==> src/shared/rsc_pkg.sv <==
/*
  Constants and carrier types for the meter range, sampling and
  parameter entry control. Assumes a 25 MHz clock and front-panel
  keys delivered as one-cycle pulses.
*/
package rsc_pkg;
  localparam int CLK_MHZ    = 25;
  localparam int LINE50_US  = 20000;
  localparam int LINE60_US  = 16700;
  localparam int LINE50_CYC = LINE50_US * CLK_MHZ;
  localparam int LINE60_CYC = LINE60_US * CLK_MHZ;
  localparam logic [20:0] UP_6D  = 21'h124F80;
  localparam logic [20:0] DN_6D  = 21'h01869F;
  localparam logic [20:0] UP_5D  = 21'h01D4C0;
  localparam logic [20:0] DN_5D  = 21'h00270F;
  localparam logic [20:0] UP_4D  = 21'h002EE0;
  localparam logic [20:0] DN_4D  = 21'h0003E7;
  localparam logic [20:0] UP_TOP = 21'h07EF40;
  localparam logic [20:0] DN_TOP = 21'h00C34F;
  localparam logic [2:0] RANGE_LOW      = 3'h0;
  localparam logic [2:0] RANGE_LAST_DCV = 3'h3;
  localparam logic [2:0] RANGE_LAST_OTH = 3'h4;
  localparam logic [2:0] INT_ONE  = 3'h0;
  localparam logic [2:0] INT_LAST = 3'h5;
  localparam logic [1:0] DIG_6 = 2'h0;
  localparam logic [1:0] DIG_5 = 2'h1;
  localparam logic [1:0] DIG_4 = 2'h2;
  localparam logic [11:0] BUZ_LAST = 12'h002;
  localparam logic [11:0] ANA_LAST = 12'h004;
  localparam logic [11:0] RES_LAST = 12'h002;
  localparam logic [1:0] CUR_LAST = 2'h2;
  localparam logic [3:0] DIGIT_MAX = 4'h9;
  // Line cycles per integration choice
  localparam logic [6:0] LINE_COUNT [6] = '{7'h01, 7'h05, 7'h0A, 7'h14, 7'h32, 7'h64};
  // Unit code [5:3] (0 uV,1 mV,2 V,3 mohm,4 ohm,5 kohm), integer digits [2:0]
  localparam logic [5:0] FMT_TABLE [4][5] = '{'{6'h0C, 6'h12, 6'h13, 6'h13, 6'h00},
                                             '{6'h04, 6'h0A, 6'h0B, 6'h0C, 6'h12},
                                             '{6'h1C, 6'h22, 6'h23, 6'h24, 6'h2A},
                                             '{6'h1B, 6'h1C, 6'h22, 6'h23, 6'h24}};
  typedef enum logic [1:0] {FN_DCV, FN_LOWDCV, FN_HIPR, FN_LOWPR} rsc_func_t;
  typedef enum logic [3:0] {PR_INT_TIME, PR_LINE, PR_RESOL, PR_BUZZER, PR_ANALOG, PR_COMPUTE,
                            PR_NULL, PR_SMOOTH, PR_CAL, PR_COUNT, PR_SMOOTHING_TIME_SETTING} rsc_param_t;
  typedef struct packed {
    logic auto_key, up_key, down_key, mode_key, trig_key, zero_key;
    logic home_key, ce_key, change_key, shift_key, enter_key;
    logic digit_v;
    logic [3:0] digit;
    logic param_v;
    rsc_param_t param_pri, param_alt;
    logic func_v;
    rsc_func_t func;
    logic init_cmd, power_on;
  } rsc_keys_t;
  typedef struct packed {
    logic valid, overload;
    logic [20:0] magnitude;
  } rsc_result_t;
  typedef struct packed {
    rsc_func_t func;
    logic auto_range;
    logic [2:0] range;
    logic hold, line60, auto_zero, compute, nul, smooth;
    logic [2:0] int_time;
    logic [1:0] buzzer, resolution;
    logic [2:0] analog;
    logic [11:0] cal, count, smoothing_time_setting;
  } rsc_settings_t;
  typedef struct packed {
    logic [2:0] unit, int_digits;
    logic [1:0] digits;
    logic overload;
    logic [20:0] reading;
  } rsc_display_t;
  localparam rsc_settings_t DEF_SET = '{func: FN_DCV, auto_range: 1'b1, range: 3'h1, hold: 1'b0,
    line60: 1'b0, auto_zero: 1'b1, compute: 1'b0, nul: 1'b0, smooth: 1'b0, int_time: 3'h1,
    buzzer: 2'h0, resolution: DIG_6, analog: 3'h0, cal: 12'h001, count: 12'h002, smoothing_time_setting: 12'h010};
endpackage

==> src/logic/rsc_control.sv <==
/*
  Range, sampling and parameter entry control of the meter.
  Assumes synchronous one-cycle key and trigger pulses and an
  external converter that answers each start with one result.
*/
`timescale 1ns/1ps
module rsc_control #(
  parameter int LINE50_CYCLES = rsc_pkg::LINE50_CYC,
  parameter int LINE60_CYCLES = rsc_pkg::LINE60_CYC
) (
  input  wire logic                  I_CLK,
  input  wire logic                  I_RESET,
  input  wire rsc_pkg::rsc_keys_t    I_KEYS,
  input  wire logic                  I_REAR_TRIG,
  input  wire logic                  I_BUS_TRIG,
  input  wire rsc_pkg::rsc_result_t  I_RESULT,
  output logic                       O_SAMPLE_START,
  output logic                       O_BUSY,
  output rsc_pkg::rsc_settings_t     O_SETTINGS,
  output rsc_pkg::rsc_display_t      O_DISPLAY,
  output logic                       O_EDITING,
  output rsc_pkg::rsc_param_t        O_EDIT_PARAM,
  output logic [11:0]                O_EDIT_VALUE,
  output logic [1:0]                 O_CURSOR,
  output logic                       O_SHIFT
);
  typedef enum logic [1:0] {S_IDLE, S_INTEG, S_RESULT} rsc_samp_t;

  rsc_pkg::rsc_settings_t st_ff, nxt_st;
  rsc_pkg::rsc_display_t  disp_ff, nxt_disp;
  rsc_pkg::rsc_param_t    par_ff, nxt_par;
  logic                   edit_ff, nxt_edit;
  logic                   shift_ff, nxt_shift;
  logic [11:0]            buf_ff, nxt_buf;
  logic [1:0]             cur_ff, nxt_cur;
  rsc_samp_t              samp_ff, nxt_samp;
  logic [18:0]            cyc_ff, nxt_cyc;
  logic [7:0]             n_ff, nxt_n;
  logic                   start_ff, nxt_start;
  logic                   busy_ff, nxt_busy;
  logic                   take_res;
  logic                   trig_any;
  logic [18:0]            line_max;
  logic [7:0]             n_total;
  rsc_pkg::rsc_param_t    sel;

  function automatic logic [2:0] range_last(input rsc_pkg::rsc_func_t f);
    return (f == rsc_pkg::FN_DCV) ? rsc_pkg::RANGE_LAST_DCV : rsc_pkg::RANGE_LAST_OTH;
  endfunction

  // Digit class per range: low ohms and some edge ranges carry fewer digits
  function automatic logic [1:0] dig_class(input rsc_pkg::rsc_func_t f, input logic [2:0] r);
    if (f == rsc_pkg::FN_DCV) begin
      return rsc_pkg::DIG_6;
    end
    if (f == rsc_pkg::FN_LOWDCV) begin
      return (r == rsc_pkg::RANGE_LOW) ? rsc_pkg::DIG_5 : rsc_pkg::DIG_6;
    end
    if (f == rsc_pkg::FN_HIPR) begin
      return (r == rsc_pkg::RANGE_LAST_OTH) ? rsc_pkg::DIG_5 : rsc_pkg::DIG_6;
    end
    return (r == rsc_pkg::RANGE_LAST_OTH) ? rsc_pkg::DIG_4 : rsc_pkg::DIG_5;
  endfunction

  function automatic logic [20:0] up_level(input rsc_pkg::rsc_func_t f, input logic [2:0] r);
    logic [1:0] d;
    d = dig_class(f, r);
    if (f == rsc_pkg::FN_DCV && r == rsc_pkg::RANGE_LAST_DCV) begin
      return rsc_pkg::UP_TOP;
    end
    if (d == rsc_pkg::DIG_6) begin
      return rsc_pkg::UP_6D;
    end
    return (d == rsc_pkg::DIG_5) ? rsc_pkg::UP_5D : rsc_pkg::UP_4D;
  endfunction

  function automatic logic [20:0] down_level(input rsc_pkg::rsc_func_t f, input logic [2:0] r);
    logic [1:0] d;
    d = dig_class(f, r);
    if (f == rsc_pkg::FN_DCV && r == rsc_pkg::RANGE_LAST_DCV) begin
      return rsc_pkg::DN_TOP;
    end
    if (d == rsc_pkg::DIG_6) begin
      return rsc_pkg::DN_6D;
    end
    return (d == rsc_pkg::DIG_5) ? rsc_pkg::DN_5D : rsc_pkg::DN_4D;
  endfunction

  function automatic logic is_num(input rsc_pkg::rsc_param_t p);
    return p == rsc_pkg::PR_CAL || p == rsc_pkg::PR_COUNT || p == rsc_pkg::PR_SMOOTHING_TIME_SETTING;
  endfunction

  function automatic logic [11:0] wrap_inc(input logic [11:0] v, input logic [11:0] last);
    return (v >= last) ? 12'h000 : v + 12'h001;
  endfunction

  // Stored value of a parameter, widened into the edit buffer
  function automatic logic [11:0] get_val(input rsc_pkg::rsc_settings_t s,
                                          input rsc_pkg::rsc_param_t p);
    unique case (p)
      rsc_pkg::PR_INT_TIME: return {9'h000, s.int_time};
      rsc_pkg::PR_LINE:     return {11'h000, s.line60};
      rsc_pkg::PR_RESOL:    return {10'h000, s.resolution};
      rsc_pkg::PR_BUZZER:   return {10'h000, s.buzzer};
      rsc_pkg::PR_ANALOG:   return {9'h000, s.analog};
      rsc_pkg::PR_COMPUTE:  return {11'h000, s.compute};
      rsc_pkg::PR_NULL:     return {11'h000, s.nul};
      rsc_pkg::PR_SMOOTH:   return {11'h000, s.smooth};
      rsc_pkg::PR_CAL:      return s.cal;
      rsc_pkg::PR_COUNT:    return s.count;
      rsc_pkg::PR_SMOOTHING_TIME_SETTING:  return s.smoothing_time_setting;
      default:              return 12'h000;
    endcase
  endfunction

  // Commit; a one line cycle integration is refused off dc voltage
  function automatic rsc_pkg::rsc_settings_t put_val(input rsc_pkg::rsc_settings_t s,
                                                     input rsc_pkg::rsc_param_t p,
                                                     input logic [11:0] v);
    rsc_pkg::rsc_settings_t r;
    r = s;
    unique case (p)
      rsc_pkg::PR_INT_TIME: begin
        if (!(v[2:0] == rsc_pkg::INT_ONE && s.func != rsc_pkg::FN_DCV)) begin
          r.int_time = v[2:0];
        end
      end
      rsc_pkg::PR_LINE:    r.line60 = v[0];
      rsc_pkg::PR_RESOL:   r.resolution = v[1:0];
      rsc_pkg::PR_BUZZER:  r.buzzer = v[1:0];
      rsc_pkg::PR_ANALOG:  r.analog = v[2:0];
      rsc_pkg::PR_COMPUTE: r.compute = v[0];
      rsc_pkg::PR_NULL:    r.nul = v[0];
      rsc_pkg::PR_SMOOTH:  r.smooth = v[0];
      rsc_pkg::PR_CAL:     r.cal = v;
      rsc_pkg::PR_COUNT:   r.count = v;
      rsc_pkg::PR_SMOOTHING_TIME_SETTING: r.smoothing_time_setting = v;
      default:             r = s;
    endcase
    return r;
  endfunction

  assign trig_any = I_KEYS.trig_key | I_REAR_TRIG | I_BUS_TRIG;
  assign take_res = (samp_ff == S_RESULT) && I_RESULT.valid;
  assign sel      = shift_ff ? I_KEYS.param_alt : I_KEYS.param_pri;

  // Settings and edit state; key priority is init, function, range keys, auto range
  always_comb begin
    nxt_st    = st_ff;
    nxt_edit  = edit_ff;
    nxt_par   = par_ff;
    nxt_buf   = buf_ff;
    nxt_cur   = cur_ff;
    nxt_shift = shift_ff;
    if (I_KEYS.init_cmd) begin
      nxt_st        = rsc_pkg::DEF_SET;
      nxt_st.line60 = st_ff.line60;
      nxt_edit      = 1'b0;
      nxt_shift     = 1'b0;
    end else begin
      if (I_KEYS.power_on) begin
        nxt_st.compute = 1'b0;
        nxt_st.nul     = 1'b0;
        nxt_st.smooth  = 1'b0;
      end
      if (I_KEYS.func_v) begin
        nxt_st.func = I_KEYS.func;
        if (st_ff.range > range_last(I_KEYS.func)) begin
          nxt_st.range = range_last(I_KEYS.func);
        end
        if (I_KEYS.func != rsc_pkg::FN_DCV && st_ff.int_time == rsc_pkg::INT_ONE) begin
          nxt_st.int_time = rsc_pkg::DEF_SET.int_time;
        end
      end else if (I_KEYS.up_key || I_KEYS.down_key) begin
        nxt_st.auto_range = 1'b0;
        if (I_KEYS.up_key && !I_KEYS.down_key && st_ff.range < range_last(st_ff.func)) begin
          nxt_st.range = st_ff.range + 3'h1;
        end else if (I_KEYS.down_key && !I_KEYS.up_key && st_ff.range != rsc_pkg::RANGE_LOW) begin
          nxt_st.range = st_ff.range - 3'h1;
        end
      end else if (I_KEYS.auto_key) begin
        nxt_st.auto_range = !st_ff.auto_range;
      end else if (take_res && st_ff.auto_range) begin
        // Overload also climbs, so a saturated input finds its range
        if ((I_RESULT.overload || I_RESULT.magnitude >= up_level(st_ff.func, st_ff.range))
            && st_ff.range < range_last(st_ff.func)) begin
          nxt_st.range = st_ff.range + 3'h1;
        end else if (!I_RESULT.overload && st_ff.range != rsc_pkg::RANGE_LOW
                     && I_RESULT.magnitude <= down_level(st_ff.func, st_ff.range)) begin
          nxt_st.range = st_ff.range - 3'h1;
        end
      end
      if (I_KEYS.mode_key) begin
        nxt_st.hold = !st_ff.hold;
      end
      if (I_KEYS.zero_key) begin
        nxt_st.auto_zero = !st_ff.auto_zero;
      end
      if (edit_ff) begin
        if (I_KEYS.home_key) begin
          nxt_edit = 1'b0;
        end else if (I_KEYS.enter_key) begin
          nxt_st   = put_val(nxt_st, par_ff, buf_ff);
          nxt_edit = 1'b0;
        end else if (I_KEYS.ce_key) begin
          nxt_buf = 12'h000;
          nxt_cur = 2'h0;
        end else if (I_KEYS.shift_key) begin
          nxt_cur = (cur_ff >= rsc_pkg::CUR_LAST) ? 2'h0 : cur_ff + 2'h1;
        end else if (I_KEYS.change_key) begin
          unique case (par_ff)
            rsc_pkg::PR_INT_TIME: begin
              nxt_buf = wrap_inc(buf_ff, {9'h000, rsc_pkg::INT_LAST});
              if (nxt_buf[2:0] == rsc_pkg::INT_ONE && st_ff.func != rsc_pkg::FN_DCV) begin
                nxt_buf = wrap_inc(nxt_buf, {9'h000, rsc_pkg::INT_LAST});
              end
            end
            rsc_pkg::PR_RESOL:  nxt_buf = wrap_inc(buf_ff, rsc_pkg::RES_LAST);
            rsc_pkg::PR_BUZZER: nxt_buf = wrap_inc(buf_ff, rsc_pkg::BUZ_LAST);
            rsc_pkg::PR_ANALOG: nxt_buf = wrap_inc(buf_ff, rsc_pkg::ANA_LAST);
            rsc_pkg::PR_CAL, rsc_pkg::PR_COUNT, rsc_pkg::PR_SMOOTHING_TIME_SETTING: nxt_buf = buf_ff;
            default: nxt_buf = buf_ff ^ 12'h001;
          endcase
        end else if (I_KEYS.digit_v && is_num(par_ff) && I_KEYS.digit <= rsc_pkg::DIGIT_MAX) begin
          // Cursor 0 is the hundreds digit; entry walks rightward
          unique case (cur_ff)
            2'h0:    nxt_buf[11:8] = I_KEYS.digit;
            2'h1:    nxt_buf[7:4]  = I_KEYS.digit;
            default: nxt_buf[3:0]  = I_KEYS.digit;
          endcase
          nxt_cur = (cur_ff >= rsc_pkg::CUR_LAST) ? 2'h0 : cur_ff + 2'h1;
        end
      end else if (I_KEYS.shift_key) begin
        nxt_shift = !shift_ff;
      end
      if (I_KEYS.param_v) begin
        nxt_edit  = 1'b1;
        nxt_par   = sel;
        nxt_buf   = get_val(st_ff, sel);
        nxt_cur   = 2'h0;
        nxt_shift = 1'b0;
      end
    end
  end

  always_ff @(posedge I_CLK) begin
    if (I_RESET) begin
      st_ff    <= rsc_pkg::DEF_SET;
      edit_ff  <= 1'b0;
      par_ff   <= rsc_pkg::PR_INT_TIME;
      buf_ff   <= 12'h000;
      cur_ff   <= 2'h0;
      shift_ff <= 1'b0;
    end else begin
      st_ff    <= nxt_st;
      edit_ff  <= nxt_edit;
      par_ff   <= nxt_par;
      buf_ff   <= nxt_buf;
      cur_ff   <= nxt_cur;
      shift_ff <= nxt_shift;
    end
  end

  // Integration length: line cycles doubled when auto zero runs its own pass
  assign line_max = st_ff.line60 ? 19'(LINE60_CYCLES - 1) : 19'(LINE50_CYCLES - 1);
  assign n_total  = st_ff.auto_zero ? {rsc_pkg::LINE_COUNT[st_ff.int_time], 1'b0}
                                    : {1'b0, rsc_pkg::LINE_COUNT[st_ff.int_time]};

  // Sampler: triggers outside idle are ignored rather than queued
  always_comb begin
    nxt_samp  = samp_ff;
    nxt_cyc   = cyc_ff;
    nxt_n     = n_ff;
    nxt_start = 1'b0;
    nxt_disp  = disp_ff;
    nxt_disp.unit       = rsc_pkg::FMT_TABLE[st_ff.func][st_ff.range][5:3];
    nxt_disp.int_digits = rsc_pkg::FMT_TABLE[st_ff.func][st_ff.range][2:0];
    nxt_disp.digits     = dig_class(st_ff.func, st_ff.range);
    unique case (samp_ff)
      S_IDLE: begin
        if (!st_ff.hold || trig_any) begin
          nxt_samp  = S_INTEG;
          nxt_start = 1'b1;
          nxt_cyc   = 19'h00000;
          nxt_n     = 8'h00;
        end
      end
      S_INTEG: begin
        nxt_cyc = cyc_ff + 19'h00001;
        if (cyc_ff >= line_max) begin
          nxt_cyc = 19'h00000;
          nxt_n   = n_ff + 8'h01;
          if (n_ff + 8'h01 >= n_total) begin
            nxt_samp = S_RESULT;
          end
        end
      end
      S_RESULT: begin
        if (I_RESULT.valid) begin
          nxt_samp         = S_IDLE;
          nxt_disp.reading  = I_RESULT.magnitude;
          nxt_disp.overload = I_RESULT.overload;
        end
      end
      default: nxt_samp = S_IDLE;
    endcase
    nxt_busy = (nxt_samp != S_IDLE);
  end

  always_ff @(posedge I_CLK) begin
    if (I_RESET) begin
      samp_ff  <= S_IDLE;
      cyc_ff   <= 19'h00000;
      n_ff     <= 8'h00;
      start_ff <= 1'b0;
      busy_ff  <= 1'b0;
      disp_ff  <= '0;
    end else begin
      samp_ff  <= nxt_samp;
      cyc_ff   <= nxt_cyc;
      n_ff     <= nxt_n;
      start_ff <= nxt_start;
      busy_ff  <= nxt_busy;
      disp_ff  <= nxt_disp;
    end
  end

  assign O_SAMPLE_START = start_ff;
  assign O_BUSY         = busy_ff;
  assign O_SETTINGS     = st_ff;
  assign O_DISPLAY      = disp_ff;
  assign O_EDITING      = edit_ff;
  assign O_EDIT_PARAM   = par_ff;
  assign O_EDIT_VALUE   = buf_ff;
  assign O_CURSOR       = cur_ff;
  assign O_SHIFT        = shift_ff;

  // Checks
  logic        quiet;
  logic [2:0]  cur_rng;
  logic [35:0] num_vals;
  assign quiet    = !I_KEYS.init_cmd && !I_KEYS.func_v;
  assign cur_rng  = st_ff.range;
  assign num_vals = {st_ff.cal, st_ff.count, st_ff.smoothing_time_setting};
endmodule

==> config.mk <==
export PLATFORM = sky130hd
export DESIGN_NAME = rsc_control
export DESIGN_NICKNAME = d
export VERILOG_FILES = /design/src/shared/rsc_pkg.sv /design/src/logic/rsc_control.sv
export SDC_FILE = /design/constraint.sdc
export NUM_CORES = 1
export LEC_CHECK = 0
export BUFFER_PORTS_ARGS = -buffer_cell sky130_fd_sc_hd__buf_2
export CORE_MARGIN = 1
export CORE_UTILIZATION = 56
export CTS_CLUSTER_SIZE = 14
export DETAILED_ROUTE_END_ITERATION = 8
export PLACE_DENSITY_LB_ADDON = 0.08
export SLEW_MARGIN = 20
export SYNTH_ARGS = -nofsm -noshare
export SYNTH_HDL_FRONTEND = slang
export SYNTH_SLANG_ARGS = --single-unit
==> constraint.sdc <==
create_clock -name I_CLK -period 4.85 [get_ports I_CLK]
set_input_delay 0.485 -clock I_CLK [delete_from_list [all_inputs] [get_ports I_CLK]]
set_output_delay 0.485 -clock I_CLK [all_outputs]
set_load 0.05 [all_outputs]
==> results of run 1 <==
==> cells in the mapped netlist, types with 17 or more instances <==
cell type                  number
sky130_fd_sc_hd__a211oi_1      19
sky130_fd_sc_hd__a21oi_1       69
sky130_fd_sc_hd__clkbuf_1      35
sky130_fd_sc_hd__dfxtp_1      139
sky130_fd_sc_hd__ha_1          68
sky130_fd_sc_hd__inv_1         36
sky130_fd_sc_hd__mux2i_1       53
sky130_fd_sc_hd__nand2_1      130
sky130_fd_sc_hd__nand3_1       31
sky130_fd_sc_hd__nor2_1       125
sky130_fd_sc_hd__nor3_1        19
sky130_fd_sc_hd__o21ai_0       40
sky130_fd_sc_hd__xor2_1        17
==> worst reg2reg max path: stages (launching register included) <==
cell and delay [ps]:
sky130_fd_sc_hd__dfxtp_1 530, sky130_fd_sc_hd__inv_1 240, sky130_fd_sc_hd__ha_1 260, sky130_fd_sc_hd__and2_1 160, sky130_fd_sc_hd__ha_1 270, sky130_fd_sc_hd__nand2b_1 60
sky130_fd_sc_hd__o21ai_0 120, sky130_fd_sc_hd__and2_1 190, sky130_fd_sc_hd__inv_1 90, sky130_fd_sc_hd__nand2_1 90, sky130_fd_sc_hd__inv_1 70, sky130_fd_sc_hd__ha_1 300
sky130_fd_sc_hd__nand2_1 80, sky130_fd_sc_hd__o21a_1 180, sky130_fd_sc_hd__o21ai_0 290, sky130_fd_sc_hd__nand2_1 170, sky130_fd_sc_hd__and3b_1 220, sky130_fd_sc_hd__o32a_1 320
sky130_fd_sc_hd__a211oi_1 210
==> cell usage in the layout, fill, tap and decap left out, types with 9 or more instances in the layout <==
| cell | synthesis | layout |
|---|---|---|
| sky130_fd_sc_hd__o21a_1 | 9 | 9 |
| sky130_fd_sc_hd__a22oi_1 | 10 | 10 |
| sky130_fd_sc_hd__nand2_1 | 130 | 130 |
| sky130_fd_sc_hd__o21ai_0 | 40 | 40 |
| sky130_fd_sc_hd__nand4_1 | 12 | 12 |
| sky130_fd_sc_hd__a211oi_1 | 19 | 19 |
| sky130_fd_sc_hd__clkbuf_16 | 0 | 17 |
| sky130_fd_sc_hd__and3_1 | 12 | 12 |
| sky130_fd_sc_hd__a21oi_1 | 69 | 69 |
| sky130_fd_sc_hd__inv_1 | 36 | 36 |
| sky130_fd_sc_hd__buf_2 | 8 | 166 |
| sky130_fd_sc_hd__nor3_1 | 19 | 19 |
| sky130_fd_sc_hd__xnor2_1 | 13 | 13 |
| sky130_fd_sc_hd__nor2_1 | 125 | 125 |
| sky130_fd_sc_hd__nand3_1 | 31 | 31 |
| sky130_fd_sc_hd__mux2i_1 | 53 | 52 |
| sky130_fd_sc_hd__dfxtp_1 | 139 | 139 |
| sky130_fd_sc_hd__xor2_1 | 17 | 17 |
| sky130_fd_sc_hd__nor2b_1 | 11 | 11 |
| sky130_fd_sc_hd__ha_1 | 68 | 68 |
| sky130_fd_sc_hd__nand2b_1 | 9 | 9 |
| sky130_fd_sc_hd__a31oi_1 | 11 | 11 |
==> metrics by stage <==
step	utilization [%]	cells	cell area [um^2]
2_1_floorplan	-	1005	8230
3_3_place_gp	64.5	1307	9100
3_5_place_dp	64.5	1307	9100
4_1_cts	68.6	1338	9670
5_1_grt	68.6	1338	9680
6_report	68.6	1338	9680
==> worst max path at each step <==
stage	startpoint	endpoint	slack, ps	cells after the start
final	cur_rng[0]	cur_rng[2]	910	18
after floorplan	cur_rng[1]	cur_rng[2]	1020	19
after global placement	cur_rng[1]	cur_rng[0]	1180	17
after global routing	cur_rng[1]	cur_rng[0]	590	17
after detailed placement	cur_rng[1]	cur_rng[0]	990	17
after CTS	cur_rng[1]	cur_rng[2]	960	18
==> layout make-up <==
| type | instances | area [um^2] |
|---|---|---|
| multi-input cells | 780 | 5080 |
| repair buffers | 171 | 868 |
| flip-flops and latches | 139 | 2780 |
| inverters | 37 | 139 |
| fillers | 1186 | 4420 |
| clock buffers | 19 | 453 |
| clock inverters | 12 | 124 |
| well taps | 180 | 225 |
==> sequential cells by signal (all words and copies together), names as in the netlist <==
| name | count |
|---|---|
| n_ff | 8 |
| samp_ff | 2 |
| O_EDITING | 1 |
| O_SAMPLE_START | 1 |
| cyc_ff | 19 |
| cur_rng | 3 |
| O_EDIT_VALUE | 12 |
| O_DISPLAY | 30 |
| O_SETTINGS | 55 |
| O_BUSY | 1 |
| O_SHIFT | 1 |
| O_CURSOR | 2 |
| O_EDIT_PARAM | 4 |
==> power by group through the flow <==
stage | Combinational (W) | Sequential, W | Clock, W
after floorplan | 0.000237 | 0.00127 | 0
after global placement | 0.000400 | 0.00122 | 0
after detailed placement | 0.000402 | 0.00122 | 0
after CTS | 0.000407 | 0.00120 | 0.00130
after global routing | 0.000451 | 0.00120 | 0.00135
final | 0.000412 | 0.00120 | 0.00128
==> cells by family after synthesis <==
group	after synthesis	share of synthesized area, %
compound gates	222	17.7
xor+xnor	30	3.19
fa+ha+maj	68	10.3
buf+inv	86	4.49
flops	139	33.8
mux	60	7.68
simple gates	400	22.8
==> routing by layer <==
metal / vias up / part of all wire [%]
met3: 29 / 5.8
li1: 3862 / -
met2: 258 / 46
met5: - / 0
met1: 3668 / 47
met4: 0 / 1.4
==> impl_summary.txt, run 1 <==
----------------------------------------------------
[Min path]
  Worst min-delay path startpoint ... I_KEYS[24]
  Hold-critical path depth ... 3
  Type of the worst min-delay path ... in2reg
  Worst hold endpoint ... O_SETTINGS[49]

[Logic synthesis]
  Top post-synthesis cells by area ... sky130_fd_sc_hd__dfxtp_1 (34%), sky130_fd_sc_hd__ha_1 (10%), sky130_fd_sc_hd__mux2i_1 (6.4%)
  Part of the Yosys area used for sequential elements ... between 30% and 40%
  Post-Synthesis Net Count ... approximately 1100
  Syn Std Cell Area ... ~8200 um^2
  Share of Yosys cell area claimed by the top area cell type ... roughly 34%
  Fraction of registers with async set/reset ... 0%
  Flop and latch count out of synthesis ... roughly 140
  Synth Warn # ... 0
  Primary FF master, synth ... sky130_fd_sc_hd__dfxtp_1
  Cell type with the highest aggregate area in the netlist ... sky130_fd_sc_hd__dfxtp_1
  Average instance area after synthesis ... about 8.2 um^2
  EDFF count, synth ... 0
  Synthesized instance count ... 1005
  Count of unique library cells instantiated by Yosys ... 83

[Global routing]
  Maximum number of pins on one net before global-route repair ... 52
  Wire length of the first global-routing pass ... approximately 35000 um
  Met1 Track Usage GR ... 39.9%
  Overflow after GRT ... 0
  Grt met3 use ... a little under 6%
  Global-route met2 utilization ... 46.4%
  Layer with the highest usage after global routing ... met2
  Via count of the first global-routing pass ... 7020
  Overall track demand over capacity in global routing ... about 29%
  Antenna violations before repair ... 0

[Timing]
  Final setup margin ... ~910 ps
  Maximum clock frequency ... 254 MHz
  Worst relative slew slack ... 27.8%
  Setup Viol. Count Final ... 0
  Transition at the pin with the smallest max-transition slack ... around 1100 ps
  Worst-case hold slack ... between 200 and 300 ps
  Unrepaired setup endpoints after global routing ... no
  Clock tree skew after final layout ... around 12 ps
  Total negative slack for setup checks ... 0 ps
  Minimum clock period after layout ... 3940 ps
  Post-route clock period utilization ... around four fifths
  Fin. Hold Viols ... 0
  Max Slew Vio Count ... 0

[Status]
  Run status ... completed

[Drt]
  Post-route ant nets ... 0
  Post-detailed-route wirelength per cell ... ~16 um
  First drt pass iteration count ... 5
  Via Count ... between 7000 and 8000
  DRC Markers ... 0
  Total Wirelength ... 21900 um
  Number of violations reported at the end of detailed-routing iteration 0 ... a little over 600
  DR vias/cell ... approximately 5.8

[CTS]
  Post-CTS Resized ... 0
  Post-CTS repair timing setup buffer count ... 0
  Worst-path clk slew ... roughly 60 ps
  Clock root cell ... sky130_fd_sc_hd__clkbuf_16
  H-Tree Depth ... 4
  Insertion delay of the later-clocked pin in the worst-skew pair ... between 400 and 500 ps
  Number of sinks on the clock net ... 139
  Number of clock buffers inserted by TritonCTS ... 17
  Maximum clock path buffer count ... 2
  TritonCTS clock tree ... yes
  Number of hold buffers added after cts ... 0

[Critical path]
  Worst Setup Start Kind ... flop
  Critical path buffers and inverters ... 3
  R2R setup slack ... between 900 and 1000 ps
  Worst path arrival time ... ~4300 ps
  Cells along the critical path ... inv_1, ha_1, and2_1, ha_1, nand2b_1, o21ai_0, and2_1, inv_1, nand2_1, inv_1, ha_1, nand2_1, o21a_1, o21ai_0, nand2_1, and3b_1, o32a_1, a211oi_1
  Longest individual stage delay on the worst path ... between 500 and 600 ps
  Maximum fanout along the worst path ... 11
  Required time of the critical path ... ~5200 ps
  CP endpoint kind ... flop
  Startpoint of the most critical register-to-register path ... cur_rng[0]
  Cell family with most CP delay ... compound AO/OA/AOI/OAI gates
  Type of the setup path with the least slack ... reg2reg
  Terminus of the critical flop-to-flop path ... cur_rng[2]
  Worst Reg2Reg Path Length in Cells ... 18
  Highest-delay cell along the critical path ... sky130_fd_sc_hd__dfxtp_1

[Power]
  Sw Pwr ... 0.000814 W
  Combinational share of power ... between 10% and 20%
  Portion of total power attributed to sequential cells ... between 40% and 50%
  Ratio of total power to cell area ... 299 nW/um^2
  Static Leak ... between 4 and 5 nW
  Part of the power in the clock network ... 44.4%
  Overall power consumption ... about 0.0029 W
  Worst VDD drop ... 0.231 mV
  Internal power ... between 0.002 and 0.0025 W
  Switching fraction of total power ... between 20% and 30%

[Floorplanning]
  Die X ... 123 um
  Number of placed I/O pins ... roughly 170
  Starting Density ... 58.4%
  Core footprint ... about 14000 um^2
  Floorplan row count ... 43
  Floorplan die area ... about 15000 um^2
  Die height ... about 120 um

[Placement]
  Count of buffers from port buffering ... about 170
  Placer congestion estimate ... about 0.89
  Pre-CTS setup slack ... approximately 990 ps
  Placed wire-length estimate ... between 15000 and 20000 um

[Final layout]
  Area growth from synthesis to final layout ... 17.6%
  Number of antenna cells inserted ... 0
  # nets final ... about 1300
  Layout cell share with drive strength beyond 1 ... between 10% and 20%

[Flow run]
  Number of max-capacitance violations reported ... 0

----------------------------------------------------
Note: power is estimated with default switching activity, not from simulation.
==> run 2: changes to the inputs <==
Clock period 4.85 ns to 3.9 ns, I/O delays scaled along.
==> impl_summary.txt, run 2 (same netlist as run 1, synthesis figures left out) <==
----------------------------------------------------
[Final layout]
  Commonest non-fill, non-tap cell in the layout ... sky130_fd_sc_hd__buf_2
  Area growth from synthesis to final layout ... 17.9%
  Most used cells in the layout excluding fill and tap cells ... sky130_fd_sc_hd__buf_2 (166), sky130_fd_sc_hd__dfxtp_1 (139), sky130_fd_sc_hd__nand2_1 (130), sky130_fd_sc_hd__nor2_1 (125), sky130_fd_sc_hd__a21oi_1 (69)
  Design area ... 9700 um^2
  Layout cell share with drive strength beyond 1 ... roughly 20%
  Number of flip-flops in the largest register ... 55
  # nets final ... between 1000 and 1500

[Timing]
  Unrepaired setup endpoints after global routing ... no
  Max Slew Vio Count ... 0
  Worst relative slew slack ... ~28%
  Final setup margin ... 336 ps
  Total negative slack for setup checks ... 0 ps
  Worst-case hold slack ... 178 ps
  Transition at the pin with the smallest max-transition slack ... ~1100 ps
  Minimum clock period after layout ... roughly 3600 ps
  Setup Viol. Count Final ... 0
  Clock tree skew after final layout ... roughly 9.1 ps
  Maximum clock frequency ... 281 MHz
  Post-route clock period utilization ... between 90% and 100%
  Fin. Hold Viols ... 0

[Drt]
  Post-detailed-route wirelength per cell ... roughly 16 um
  DR vias/cell ... 5.79
  Number of violations reported at the end of detailed-routing iteration 0 ... approximately 600
  Total Wirelength ... approximately 22000 um
  Via Count ... 7800
  Post-route ant nets ... 0
  DRC Markers ... 0
  First drt pass iteration count ... 7

[Critical path]
  Required time of the critical path ... about 4200 ps
  Type of the setup path with the least slack ... reg2reg
  CP endpoint kind ... flop
  Maximum fanout along the worst path ... 7
  Longest individual stage delay on the worst path ... around 460 ps
  Worst path arrival time ... roughly 3800 ps
  Highest-delay cell along the critical path ... sky130_fd_sc_hd__dfxtp_1
  Worst Setup Start Kind ... flop
  Cells along the critical path ... inv_1, ha_1, inv_1, ha_1, nand2b_1, o21ai_0, and2_1, inv_1, nand2_1, ha_1, nand4_1, a211oi_1, o221ai_1, a221oi_1, a32oi_1, nor2_1, a211oi_1

[Power]
  Portion of total power attributed to sequential cells ... a little over two fifths
  Worst VDD drop ... just under 0.3 mV
  Internal power ... approximately 0.0025 W
  Part of the power in the clock network ... approximately 43%
  Static Leak ... 4.18 nW
  Overall power consumption ... ~0.0035 W
  Ratio of total power to cell area ... between 300 and 400 nW/um^2
  Sw Pwr ... 0.00100 W
  Combinational share of power ... 15.0%
  Switching fraction of total power ... 28.5%

[CTS]
  Post-CTS repair timing setup buffer count ... 0
  Number of hold buffers added after cts ... 0
  H-Tree Depth ... 4
  Worst-path clk slew ... 60 ps
  Maximum clock path buffer count ... 2
  Number of sinks on the clock net ... approximately 140
  Insertion delay of the later-clocked pin in the worst-skew pair ... about 430 ps
  Number of clock buffers inserted by TritonCTS ... 17
  Clock root cell ... sky130_fd_sc_hd__clkbuf_16
  Post-CTS Resized ... 0
  TritonCTS clock tree ... yes

[Status]
  Run status ... completed

[Floorplanning]
  Number of placed I/O pins ... around 170
  Floorplan row count ... 43
  Die height ... between 100 and 150 um
  Die X ... 123 um
  Starting Density ... just under 60%
  Floorplan die area ... 15200 um^2
  Core footprint ... 14100 um^2

[Placement]
  Count of buffers from port buffering ... 166
  Pre-CTS setup slack ... around 460 ps
  Cell area after placement ... about 9000 um^2
  Placed wire-length estimate ... 15600 um
  Placer congestion estimate ... approximately 0.92

[Global routing]
  Overall track demand over capacity in global routing ... between 20 and 30%
  Overflow after GRT ... 0
  Antenna violations before repair ... 1
  Via count of the first global-routing pass ... 6893
  Wire length of the first global-routing pass ... 34300 um
  Maximum number of pins on one net before global-route repair ... 52

[Min path]
  Type of the worst min-delay path ... in2reg

[Flow run]
  Number of max-capacitance violations reported ... 0

----------------------------------------------------
-- run 2: cell types whose count changed in the layout (fill, tap and decap cells not counted), sizes merged --
cell,before,now
clkbuf,19,20
bufinv,2,1
clkinv,9,7
buf,171,179
clkinvlp,1,3
diode,0,1
-- run 2: power groups by stage --
stage / Combinational, W / Sequential [W] / Clock [W]
final: 0.000525 / 0.00148 / 0.00150
after floorplan: 0.000294 / 0.00158 / 0
after global routing: 0.000575 / 0.00148 / 0.00158
after detailed placement: 0.000514 / 0.00151 / 0
after CTS: 0.000520 / 0.00148 / 0.00153
after global placement: 0.000512 / 0.00151 / 0
-- run 2: path summary, 6_finish.rpt --
| kind | start | endpoint | slack [ps] | cells past startpoint |
|---|---|---|---|---|
| setup reg to reg | O_SETTINGS[56] | cur_rng[2] | 340 | 17 |
| hold reg to reg | O_DISPLAY[18] | O_DISPLAY[18] | 450 | 2 |
| setup / recovery | O_SETTINGS[56] | cur_rng[2] | 340 | 17 |
| hold / removal | I_KEYS[24] | O_SETTINGS[49] | 180 | 3 |
-- run 2: routing by layer --
metal | global-route usage, % | up-vias | part of all wire [%]
li1 | - | 3876 | -
met1 | 39.5 | 3635 | 47
met2 | 46.9 | 267 | 45
met3 | 5.77 | 22 | 6.5
met4 | 7.68 | 0 | 1.2
met5 | 0 | - | 0
-- run 2: final cells by class --
cell class	instances	area, um^2
repair buffers	179	928
flip-flops and latches	139	2780
inverters	37	139
diodes	1	2.50
clock buffers	20	447
fillers	1244	4390
multi-input cells	780	5080
well taps	180	225
clock inverters	11	98.8
-- run 2: through the flow --
stage | utilization (%) | instances
global placement | 65.0 | 1315
finish | 68.8 | 1347
CTS | 68.8 | 1346
floorplan | - | 1005
global route | 68.8 | 1346
detailed placement | 65.0 | 1315
-- run 2: critical path: cells and delay by family (launching register included) --
kind                     cells  cell delay (ps)
adder cells (fa/ha/maj)      3              760
buffers and inverters        3              300
AND/OR/NAND/NOR              5              660
flip-flops                   1              460
AO/OA/AOI/OAI                6             1200
